`config.mk`:
```
export PLATFORM = sky130hd
export DESIGN_NAME = transceiver_user_clock_network
export DESIGN_NICKNAME = d
export VERILOG_FILES = /design/src/design/userclk_pkg.sv /design/src/design/transceiver_user_clock_network.sv
export VERILOG_INCLUDE_DIRS = /design/src /design/src/design
export SDC_FILE = /design/constraint.sdc
export NUM_CORES = 1
export LEC_CHECK = 0
export BUFFER_PORTS_ARGS = -buffer_cell sky130_fd_sc_hd__buf_2
export CELL_PAD_IN_SITES_DETAIL_PLACEMENT = 1
export CELL_PAD_IN_SITES_GLOBAL_PLACEMENT = 1
export CORE_MARGIN = 1.5
export CORE_UTILIZATION = 40
export DETAILED_ROUTE_END_ITERATION = 7
export PLACE_DENSITY = 0.74
export SLEW_MARGIN = 0
export SYNTH_ARGS = -nofsm -noshare
export SYNTH_HDL_FRONTEND = slang
export SYNTH_SLANG_ARGS = --single-unit
```
`constraint.sdc`:
```
create_clock -name i_clk -period 1.1 [get_ports i_clk]
set_clock_uncertainty 0.2 [all_clocks]
set_input_delay 0.22 -clock i_clk [delete_from_list [all_inputs] [get_ports i_clk]]
set_output_delay 0.22 -clock i_clk [all_outputs]
set_load 0.02 [all_outputs]
```
`src/design/userclk_map.svh`:
```
// Overview of operation
// - The transmit helper takes its source clock from the master channel output clock and feeds one or two dividers.
// - With a narrow transmit user width one divider drives both transmit user clocks at equal frequency.
// - With a wide transmit user width two dividers run, the datapath clock at twice the interface clock.
// - Both transmit user clocks are fanned out to every transmit channel of the instance.
// - While a user clock reset is high the helper holds all of its dividers in reset.
// - After the user clock reset is released the active indicator asserts synchronously.
// - The receive helper takes its source clock from the receive master channel output clock.
// - With a narrow receive user width one divider drives both receive user clocks at identical frequency.
// - With a wide receive user width two dividers give a datapath clock at twice the interface clock.
// - The source clock and the generated user clocks are also exported on the core boundary.
// - The channel clock ports are exposed so the datapath and interface user clocks of each channel can cross the core boundary.
`ifndef USERCLK_MAP_SVH
`define USERCLK_MAP_SVH
`define UCK_DIV_W        8
`define UCK_HALF_DEFAULT 8'h01
`define UCK_CNT_RESET    8'h00
`define UCK_LANES        4
`endif

```
`src/design/userclk_pkg.sv`:
```
package userclk_pkg;
   typedef struct packed {
      logic datapath;
      logic iface;
   } user_clocks_s;
endpackage

```
`src/design/transceiver_user_clock_network.sv`:
```
`timescale 1ns/10ps
`include "userclk_map.svh"

module dividing_global_clock_buffer #(
   parameter logic [`UCK_DIV_W-1:0] HALF = `UCK_HALF_DEFAULT
) (
   input  wire logic i_clk,
   input  wire logic i_rst_n,
   input  wire logic i_hold,
   input  wire logic i_src,
   output logic      o_clk
);
   logic                 src_prev;
   logic                 next_src_prev;
   logic [`UCK_DIV_W-1:0] cnt;
   logic [`UCK_DIV_W-1:0] next_cnt;
   logic                 next_out;

   // refused while elaborating, a zero half period would wrap and toggle only every 256 rises
   if (HALF == '0)
   begin : g_bad_half
      $error("divider half period must be at least one");
   end

   always_comb
   begin
      next_src_prev = i_src;
      next_cnt      = cnt;
      next_out      = o_clk;
      if (i_hold)
      begin
         next_cnt = `UCK_CNT_RESET;
         next_out = 1'b0;
      end
      else if (i_src && !src_prev)
      begin
         if (cnt == HALF - 1'b1)
         begin
            next_cnt = `UCK_CNT_RESET;
            next_out = ~o_clk;
         end
         else
            next_cnt = cnt + 1'b1;
      end
   end

   always_ff @(posedge i_clk or negedge i_rst_n)
   begin
      if (!i_rst_n)
      begin
         src_prev <= 1'b0;
         cnt      <= `UCK_CNT_RESET;
         o_clk    <= 1'b0;
      end
      else
      begin
         src_prev <= next_src_prev;
         cnt      <= next_cnt;
         o_clk    <= next_out;
      end
   end
endmodule

module transceiver_user_clock_network #(
   parameter bit                    TX_WIDE  = 1'b0,
   parameter bit                    RX_WIDE  = 1'b0,
   parameter logic [`UCK_DIV_W-1:0] TX_HALF  = `UCK_HALF_DEFAULT,
   parameter logic [`UCK_DIV_W-1:0] RX_HALF  = `UCK_HALF_DEFAULT,
   parameter int                    CHANNELS = `UCK_LANES
) (
   input  wire logic                            i_clk,
   input  wire logic                            i_arst_n,
   input  wire logic                            i_tx_channel_output_clock,
   input  wire logic                            i_rx_channel_output_clock,
   input  wire logic                            i_tx_user_clock_reset,
   input  wire logic                            i_rx_user_clock_reset,
   output userclk_pkg::user_clocks_s [CHANNELS-1:0] o_tx_channel_clocks,
   output userclk_pkg::user_clocks_s [CHANNELS-1:0] o_rx_channel_clocks,
   output logic                                 o_tx_source_clock_out,
   output logic                                 o_rx_source_clock_out,
   output logic                                 o_tx_datapath_clock_out,
   output logic                                 o_tx_interface_clock_out,
   output logic                                 o_rx_datapath_clock_out,
   output logic                                 o_rx_interface_clock_out,
   output logic                                 o_tx_active,
   output logic                                 o_rx_active
);
   logic                     rst_meta;
   logic                     rst_n;
   logic                     tx_dp;
   logic                     tx_if;
   logic                     rx_dp;
   logic                     rx_if;
   logic                     next_tx_active;
   logic                     next_rx_active;
   logic                     next_tx_src;
   logic                     next_rx_src;
   userclk_pkg::user_clocks_s tx_fan;
   userclk_pkg::user_clocks_s rx_fan;

   if (CHANNELS < 1)
   begin : g_bad_channels
      $error("at least one channel is needed");
   end
   // doubled half period must still fit the divider counter
   if ((TX_WIDE && (TX_HALF > 8'h7f)) || (RX_WIDE && (RX_HALF > 8'h7f)))
   begin : g_bad_wide_half
      $error("interface divider would overflow");
   end

   always_ff @(posedge i_clk or negedge i_arst_n)
   begin
      if (!i_arst_n)
      begin
         rst_meta <= 1'b0;
         rst_n    <= 1'b0;
      end
      else
      begin
         rst_meta <= 1'b1;
         rst_n    <= rst_meta;
      end
   end

   // datapath divider always present; interface divider only when wide
   dividing_global_clock_buffer #(.HALF(TX_HALF)) u_tx_dp (
      .i_clk   (i_clk),
      .i_rst_n (rst_n),
      .i_hold  (i_tx_user_clock_reset),
      .i_src   (i_tx_channel_output_clock),
      .o_clk   (tx_dp)
   );
   dividing_global_clock_buffer #(.HALF(RX_HALF)) u_rx_dp (
      .i_clk   (i_clk),
      .i_rst_n (rst_n),
      .i_hold  (i_rx_user_clock_reset),
      .i_src   (i_rx_channel_output_clock),
      .o_clk   (rx_dp)
   );

   generate
      if (TX_WIDE)
      begin : g_tx_two
         dividing_global_clock_buffer #(.HALF({TX_HALF[`UCK_DIV_W-2:0], 1'b0})) u_tx_if (
            .i_clk   (i_clk),
            .i_rst_n (rst_n),
            .i_hold  (i_tx_user_clock_reset),
            .i_src   (i_tx_channel_output_clock),
            .o_clk   (tx_if)
         );
      end
      else
      begin : g_tx_one
         assign tx_if = tx_dp;
      end
      if (RX_WIDE)
      begin : g_rx_two
         dividing_global_clock_buffer #(.HALF({RX_HALF[`UCK_DIV_W-2:0], 1'b0})) u_rx_if (
            .i_clk   (i_clk),
            .i_rst_n (rst_n),
            .i_hold  (i_rx_user_clock_reset),
            .i_src   (i_rx_channel_output_clock),
            .o_clk   (rx_if)
         );
      end
      else
      begin : g_rx_one
         assign rx_if = rx_dp;
      end
   endgenerate

   assign tx_fan = '{datapath: tx_dp, iface: tx_if};
   assign rx_fan = '{datapath: rx_dp, iface: rx_if};
   // fan-out is flop-driven copies so outputs stay registered
   assign o_tx_channel_clocks      = {CHANNELS{tx_fan}};
   assign o_rx_channel_clocks      = {CHANNELS{rx_fan}};
   assign o_tx_datapath_clock_out  = tx_dp;
   assign o_tx_interface_clock_out = tx_if;
   assign o_rx_datapath_clock_out  = rx_dp;
   assign o_rx_interface_clock_out = rx_if;

   always_comb
   begin
      next_tx_active = !i_tx_user_clock_reset;
      next_rx_active = !i_rx_user_clock_reset;
      next_tx_src    = i_tx_channel_output_clock;
      next_rx_src    = i_rx_channel_output_clock;
   end

   always_ff @(posedge i_clk or negedge rst_n)
   begin
      if (!rst_n)
      begin
         o_tx_active           <= 1'b0;
         o_rx_active           <= 1'b0;
         o_tx_source_clock_out <= 1'b0;
         o_rx_source_clock_out <= 1'b0;
      end
      else
      begin
         o_tx_active           <= next_tx_active;
         o_rx_active           <= next_rx_active;
         o_tx_source_clock_out <= next_tx_src;
         o_rx_source_clock_out <= next_rx_src;
      end
   end
endmodule

```
==> results of run 1 <==
## metal layers
metal  up-vias  GRT usage, %  wire length (um)
met5         -             0                 0
met4         0         12.01               180
met3        16         2.620               271
met2        61         44.43              2744
met1       665         31.11              2442
li1        568             -                 -
## power breakdown
group | internal, uW | switching [uW]
sequential | 902 | 20.8
clock | 203 | 297
combinational | 254 | 262
total | 1360 | 579
## cell type report
cell class                 instances  share of cell area, %
timing repair buffer              86                  35.57
multi-input combinational         79                  32.41
sequential                        24                  26.81
tap                               44                  2.438
clock buffer                       4                  1.607
inverter                           7                  1.163
## worst reg2reg max path, stage by stage, from the launching register on
cell	delay [ns]
dfrtp_1	0.46
nor3_1	0.52
nand2_2	0.21
a21oi_2	0.22
o32ai_2	0.10
## path summary, 6_finish.rpt
check,from,end,slack (ns),cells after the start
min,rst_n,u_tx_dp.src_prev,0.02,1
min in group i_clk,i_tx_user_clock_reset,u_tx_dp.cnt[1],0.02,2
max reg2reg,u_rx_dp.cnt[6],u_rx_dp.cnt[7],-0.69,4
max,u_rx_dp.cnt[6],u_rx_dp.cnt[7],-0.69,4
min reg2reg,rst_n,u_tx_dp.src_prev,0.02,1
max in group asynchronous,i_arst_n,rst_meta,0.04,3
## cells in the mapped netlist, types with 2 or more instances
| cell | number | area, um2 |
|---|---|---|
| dfrtp_1 | 24 | 600.6 |
| ha_1 | 4 | 50.05 |
| o21ai_0 | 3 | 15.01 |
| nor2b_1 | 2 | 12.51 |
| nand2b_1 | 2 | 12.51 |
| nand2_1 | 10 | 37.54 |
| nor4b_1 | 2 | 17.52 |
| inv_1 | 7 | 26.28 |
| buf_4 | 18 | 135.1 |
| a21oi_1 | 6 | 30.03 |
| o2111ai_1 | 3 | 26.28 |
| nand4_1 | 3 | 18.77 |
| nor3_1 | 2 | 10.01 |
| nor2_1 | 11 | 41.29 |
| xor2_1 | 10 | 87.58 |
| clkbuf_1 | 3 | 11.26 |
| nand3_1 | 7 | 35.03 |
## through the flow
stage,cell area [um2],power (uW),utilization [%]
5_1_grt,2258,1992,74.59
4_1_cts,1983,1834,65.50
2_1_floorplan,1321,1184,-
3_5_place_dp,1559,1225,51.49
6_report,2258,1938,74.59
3_3_place_gp,1559,1217,51.49
## cells by family after synthesis
family | after synthesis | synth area share [%]
compound gates | 16 | 7.950
xor+xnor | 10 | 6.869
fa+ha+maj | 4 | 3.926
buf+inv | 28 | 13.54
flops | 24 | 47.11
mux | 1 | 0.7851
other cells | 1 | 0.2941
simple gates | 47 | 19.53
## layout by cell type, fill, tap and decap left out, types with 3 or more instances in the layout
cell / instances
ha_4: 4
buf_6: 38
a21oi_2: 4
nand3_2: 4
nand2_1: 6
dlygate4sd3_1: 6
nand2_2: 3
buf_4: 36
nor2_2: 3
dfrtp_1: 20
inv_1: 3
nand3_1: 3
clkbuf_4: 3
nor2_1: 7
inv_2: 4
buf_2: 5
xor2_1: 9
nand4_1: 3
dfrtp_2: 4
## flip-flops by register name (all words and copies together) (netlist names)
| name | flops |
|---|---|
| u_rx_dp.cnt | 8 |
| u_tx_dp.cnt | 8 |
| o_rx_active | 1 |
| o_tx_active | 1 |
| rst_meta | 1 |
| rst_n | 1 |
| u_rx_dp.o_clk | 1 |
| u_rx_dp.src_prev | 1 |
| u_tx_dp.o_clk | 1 |
| u_tx_dp.src_prev | 1 |
## what timing repair did
item,CTS,global route
pin swaps,32,16
hold buffers,5,1
endpoints found under the hold margin,13,1
buffers inserted,19,9
setup endpoints to repair,42,42
resized for setup,57,50
==> metrics, run 1 <==
outcome finished with violations; failing checks setup timing; worst slew pin tran 0.5697 ns; final non-filler cell total 244; CTS tree done; nets 211; DRC errors left 0; unrepaired setup endpoints after global routing yes; number of synthesized flops with an enable pin 0; flops & latches, synth 24; H-tree levels 1; Register Area 605.6 um2; Leakage Power 0.001046 uW; post-route setup TNS -18.63 ns; iteration count of the initial detailed-routing pass 4; initial antenna violation count 0; worst slack at placement -0.4774 ns; diodes inserted 0; Root Buffer clkbuf_4; final slew viol count 0; Slew headroom 61.73%; Detail Placement HPWL 2284 um; GR Overflow Total 0; share of layout cells above drive strength 1 63.50%; Multi-input gate area 732.0 um2; GP Congestion 0.8988; CP Buf/Inv Count 0; clk slew on worst S/H paths 0.15 ns; startpoint types register; Fmax 557.9 MHz; crit path kind register to register; Crit path max-delay family simple AND/OR/NAND/NOR gates; I/O Pins 30; Starting DRT DRC Count 46; setup ws final -0.6923 ns; Crit Path Max Fanout 4; Longest Clk Path Bufs 2; GR Util All Layers 25.43%; Cells after Synth 131; final setup vio count 42; drt via density 5.369; dpl cells 206; Worst Hold Class register to async pin; CP Data Required Time 1.12 ns; vias in the first global route 1288; Worst EP arrival 1.81 ns; final hold vios 0; Syn Area/Cell 9.733 um2; later-pin clock latency in the skew report 0.33 ns; clock buffer count from CTS 3; Unique masters post-synth 31; syn_nets 141; largest stage delay on the critical path 0.52 ns; post-synthesis sequential area ratio 47.11%; DR WL/cell 23.11 um; Power Density 858.3 nW/um2; Initial Util 42.11%; core footprint 3028 um2; Hold Slack 0.02279 ns; total number of vias 1310; crit-path cells nor3_1 > nand2_2 > a21oi_2 > o32ai_2; Max-Cap Viols 0; synth warn 0; Layout area overhead 77.13%; CP endpoint kind register; Max VDD drop 0.6299 mV; Die ar. 3535 um2; CTS sink cnt 24; I/O Buffers 29; first-pass GRT wire length 6486 um; ANT nets after route 0; Die X 59.46 um; critical path's slowest cell nor3_1; routed wire length 5640 um; ys flop type dfrtp_1; fin crit share 162.9%; Post-Syn Area 1275 um2; Fillers 286; chip height 59.46 um; Async SR Flop Fraction 100.0%; largest net degree at the start of global routing 23; crit path time final 1.792 ns; # rows 20
(Power assumes the default switching activity.)
==> run 2: changes to the inputs <==
HOLD_SLACK_MARGIN = 0.03   (was default)
PLACE_DENSITY = default   (was 0.74)
PLACE_DENSITY_LB_ADDON = 0.1   (was default)
SKIP_CTS_REPAIR_TIMING = 1   (was default)
==> run 2 against run 1 <==
  * Highest routed layer unchanged
  * Largest cell class is now multi-input combinational cells
  * Clock-buffer cell count stayed put
  * Routed wire length is 35% lower
  * The flow still finishes with violations (setup timing)
  * Critical path depth is 2 higher
==> metrics, run 2 (synthesis results as in run 1) <==
Starting DRT DRC Count 37 (-20%); most frequent cells in the layout 26 x buf_6, 25 x buf_4, 18 x dfrtp_1; GR Util All Layers 17.97% (-7.5 points); total number of vias 1114 (-15%); startpoint types register; Detail Placement HPWL 2256 um (-1.2%); final hold vios 0 (unchanged); Gate power share 25.1% (-1.5 points); CTS tree done; chip height 59.46 um (unchanged); I/O Buffers 29 (unchanged); Worst Reg2Reg Path Length in Cells 6 (+2); total net switching power 531.7 uW (-8.3%); Worst Setup SP u_rx_dp.cnt[1]; Power Density 899.2 nW/um2 (+4.8%); later-pin clock latency in the skew report 0.32 ns (about the same); worst r2r src u_rx_dp.cnt[1]; Longest Clk Path Bufs 2 (unchanged); CP endpoint kind register; core footprint 3028 um2 (unchanged); Max-Cap Viols 0 (unchanged); # rows 20 (unchanged); first-pass GRT wire length 4678 um (-28%); CTS sink cnt 24 (unchanged); GR Overflow Total 0 (unchanged); nets 191 (-9.5%); unrepaired setup endpoints after global routing yes; post-route setup TNS -15.55 ns (+3.078 ns); r2r setup slk -0.55 ns (+0.15 ns); Die X 59.46 um (unchanged); CP Data Required Time 1.16 ns (+0.04 ns); final slew viol count 0 (unchanged); ANT nets after route 0 (unchanged); drt via density 4.973 (-7.4%); DR WL/cell 16.44 um (-29%); final setup vio count 42 (unchanged); routed wire length 3683 um (-35%); iteration count of the initial detailed-routing pass 4 (unchanged); Worst EP arrival 1.70 ns (-0.11 ns); Hold Slack 0.01898 ns (-0.003806 ns); setup ws final -0.5454 ns (+0.1469 ns); biggest regs u_rx_dp.cnt: 8 flops, u_tx_dp.cnt: 8 flops; fin crit share 149.6% (-13 points); Int Power 1253 uW (-7.8%); worst slack at placement -0.4747 ns (+0.002754 ns); crit path kind register to register; clock buffer count from CTS 3 (unchanged); diodes inserted 0 (unchanged); reg2reg end u_rx_dp.o_clk; I/O Pins 30 (unchanged); CP endpoint u_rx_dp.o_clk; total chip power 1784 uW (-7.9%); outcome finished with violations; vias in the first global route 988 (-23%); Leakage Power 0.0009136 uW (-13%); Layout area overhead 55.64%; H-tree levels 1 (unchanged); most common cell after layout, fill and taps aside buf_6; clk slew on worst S/H paths 0.14 ns (about the same); Flop pwr share 51.3% (+3.7 points); initial antenna violation count 0 (unchanged); Worst Hold Class register to async pin; Clk pwr share 23.6% (-2.2 points); crit path time final 1.645 ns (-0.1469 ns); largest net degree at the start of global routing 23 (unchanged); GP Congestion 0.7833 (-13%); Die ar. 3535 um2 (unchanged); share of layout cells above drive strength 1 57.78% (-5.7 points); Root Buffer clkbuf_4; failing checks setup timing; Initial Util 42.11% (unchanged); Max VDD drop 0.5996 mV (-4.8%); Fmax 607.7 MHz (+8.9%); DRC errors left 0 (unchanged); Crit Path Max Fanout 2 (-2); Sw Ratio 29.80% (-0.10 points)
==> run 2: changes by cell type in the layout (fill, tap and decap cells not counted), moves of 2 or more <==
cell / change
buf_2: +5
buf_4: -11
buf_6: -12
dfrtp_1: -2
dfrtp_2: +2
==> run 2: power by group through the flow <==
stage / clock network (uW) / logic (uW) / registers (uW)
after floorplan: 0 / 214 / 970
after global placement: 0 / 280 / 938
after detailed placement: 0 / 285 / 941
after CTS: 433 / 285 / 924
after global routing: 462 / 473 / 917
final: 422 / 447 / 915
==> run 2: worst min path at each step <==
stage	startpoint	end	depth (start not counted)	slack (ns)
detailed placement	i_arst_n	rst_meta	1	-0.19
global route	rst_n	u_rx_dp.cnt[4]	1	0.04
CTS	i_arst_n	rst_meta	1	-0.55
finish	rst_n	u_rx_dp.cnt[2]	1	0.02
floorplan	i_arst_n	rst_meta	0	-0.28
global placement	i_arst_n	rst_meta	1	-0.20
==> run 2: layer usage <==
metal  vias to the layer above  share of wire, %  global-route usage [%]
met1                       563                42                   23.02
met2                        24                54                   30.46
met3                         4               3.0                   2.620
li1                        523                 -                       -
met4                         0              0.90                   6.818
met5                         -                 0                       0
==> run 2: through the flow <==
step                      utilization, %  instances  area (um2)
final                              65.54        224        1984
after CTS                          51.69        209        1565
after global placement             50.83        205        1539
after global routing               65.54        224        1984
after floorplan                        -        131        1321
after detailed placement           50.83        205        1539
==> run 2: cell type report <==
class                           instances  area (um2)
Clock buffer                            4       26.28
Fill cell                             329        1044
Tap cell                               44       55.05
Multi-Input combinational cell         79       688.2
Inverter                                7       26.28
Sequential cell                        24       608.1
Timing Repair Buffer                   66       580.6
==> run 2: critical path, cell delays in order, from the launching register on <==
cell and delay [ns]:
dfrtp_1 0.42, inv_2 0.08, ha_4 0.13, nor4b_4 0.25
nand3_2 0.18, xor2_1 0.20, nor2_1 0.13
==> run 3: changes to the inputs <==
CELL_PAD_IN_SITES_DETAIL_PLACEMENT = default   (was 1)
CELL_PAD_IN_SITES_GLOBAL_PLACEMENT = default   (was 1)
CORE_UTILIZATION = 46   (was 40)
PLACE_DENSITY = 0.7   (was default)
PLACE_DENSITY_LB_ADDON = default   (was 0.1)
SKIP_LAST_GASP = 1   (was default)
==> run 3 against run 2 <==
  * The run ends with hold timing, setup timing left
  * Global-route usage up 1.1 points
  * Via count up 2.1%
  * Clock-buffer cell count unchanged
  * Register-to-register slack better by 0.07 ns
  * Final area down 2.0%
  * Flip-flop and latch count unchanged
  * Sequential power about the same
  * Critical path type unchanged
==> metrics, run 3 (synthesis results as in run 1) <==
outcome finished with violations; failing checks hold timing, setup timing; fin crit share 143.6% (-6.0 points); Fmax 633.0 MHz (+4.2%); Leakage Power 0.0009310 uW (+1.9%); total number of vias 1137 (+2.1%); # rows 18 (-10%); GR Overflow Total 0 (unchanged); Worst Hold Class register to async pin; final non-filler cell total 215 (-4.0%); Worst EP arrival 1.59 ns (-0.11 ns); I/O Pins 30 (unchanged); ANT nets after route 0 (unchanged); H-tree levels 1 (unchanged); Register Area 605.6 um2 (-0.41%); final slew viol count 0 (unchanged); Max VDD drop 0.7885 mV (+32%); Multi-input gate area 659.4 um2 (-4.2%); share of layout cells above drive strength 1 55.68% (-2.1 points); Die X 55.65 um (-6.4%); CTS sink cnt 24 (unchanged); setup ws final -0.4797 ns (+0.06577 ns); Detail Placement HPWL 2008 um (-11%); most frequent cells in the layout 32 x buf_4, 20 x dfrtp_1, 20 x buf_6; startpoint types register; drt via density 5.288 (+6.3%); clk slew on worst S/H paths 0.13 ns (about the same); routed wire length 2964 um (-20%); worst slack at placement -0.4521 ns (+0.02262 ns); Starting DRT DRC Count 33 (-11%); biggest regs u_rx_dp.cnt: 8 flops, u_tx_dp.cnt: 8 flops; total chip power 1743 uW (-2.3%); initial antenna violation count 0 (unchanged); crit path kind register to register; Max-Cap Viols 0 (unchanged); Power Density 895.7 nW/um2 (-0.39%); final setup vio count 42 (unchanged); nets 196 (+2.6%); Hold Slack -0.005783 ns (-0.02476 ns); dpl cells 195 (-4.9%); first-pass GRT wire length 4705 um (+0.58%); final hold vios 9 (+9); iteration count of the initial detailed-routing pass 4 (unchanged); Layout area overhead 52.60%; DRC errors left 0 (unchanged); Root Buffer clkbuf_4; Longest Clk Path Bufs 2 (unchanged); Fillers 159 (-52%); Initial Util 50.10% (+8.0 points); unrepaired setup endpoints after global routing yes; CTS tree done; CP endpoint kind register; vias in the first global route 1052 (+6.5%); DR WL/cell 13.79 um (-16%); GR Util All Layers 19.07% (+1.1 points); most common cell after layout, fill and taps aside buf_4; crit path time final 1.580 ns (-0.06577 ns); CP Data Required Time 1.11 ns (-0.05 ns); I/O Buffers 29 (unchanged); diodes inserted 0 (unchanged); Die ar. 3096 um2 (-12%); Crit Path Max Fanout 5 (+3); clock buffer count from CTS 3 (unchanged); largest net degree at the start of global routing 17 (-26%); GP Congestion 0.8078 (+3.1%); chip height 55.65 um (-6.4%); core footprint 2545 um2 (-16%); later-pin clock latency in the skew report 0.33 ns (about the same)
-- run 3: area by class of cell --
class / count / area share (%)
tap: 30 / 1.929
sequential: 24 / 31.13
clock buffer: 4 / 1.350
inverter: 7 / 1.350
multi-input combinational: 79 / 33.89
timing repair buffer: 71 / 30.35
-- run 3: worst max-delay path: stages (launching register included) --
cell and delay [ns]:
dfrtp_1 0.42, inv_2 0.08, ha_4 0.13, nor4b_4 0.24, nand3_2 0.17, nand2_4 0.16, nor2_2 0.05
-- run 3: per-layer routing --
| layer | track usage [%] | wire (um) | vias to the layer above |
|---|---|---|---|
| met2 | 30.44 | 1445 | 41 |
| met4 | 5.923 | 38 | 0 |
| met1 | 25.04 | 1304 | 555 |
| met5 | 0 | 0 | - |
| li1 | - | - | 535 |
| met3 | 5.581 | 175 | 6 |
-- run 3: report_power, final --
group	internal [uW]	switching [uW]	total (uW)	leakage [uW]
sequential	902	15.5	917	0.000315
combinational	200	222	422	0.000601
clock	142	261	404	0.0000150
total	1240	499	1740	0.000931
-- run 3: final timing paths --
check	from	slack, ns	cells after the start	endpoint
max reg2reg	u_rx_dp.cnt[0]	-0.48	6	u_rx_dp.cnt[4]
min in group i_clk	i_rx_user_clock_reset	0.05	3	u_rx_dp.cnt[7]
max	u_rx_dp.cnt[0]	-0.48	6	u_rx_dp.cnt[4]
max in group asynchronous	i_arst_n	0.05	3	rst_meta
min	rst_n	-0.006	1	u_rx_dp.cnt[6]
min reg2reg	rst_n	-0.006	1	u_rx_dp.cnt[6]
-- run 3: through the flow --
step                      setup TNS, ns  cell area (um2)  hold slack (ns)  util, %
after global routing             -17.76             1946          0.04048    76.45
after global placement           -6.123             1551          -0.1962    60.96
after detailed placement         -6.850             1551          -0.1945    60.96
after CTS                        -14.30             1578          -0.5478    62.00
final                            -15.48             1946        -0.005783    76.45
after floorplan                  -5.345             1321          -0.2756        -
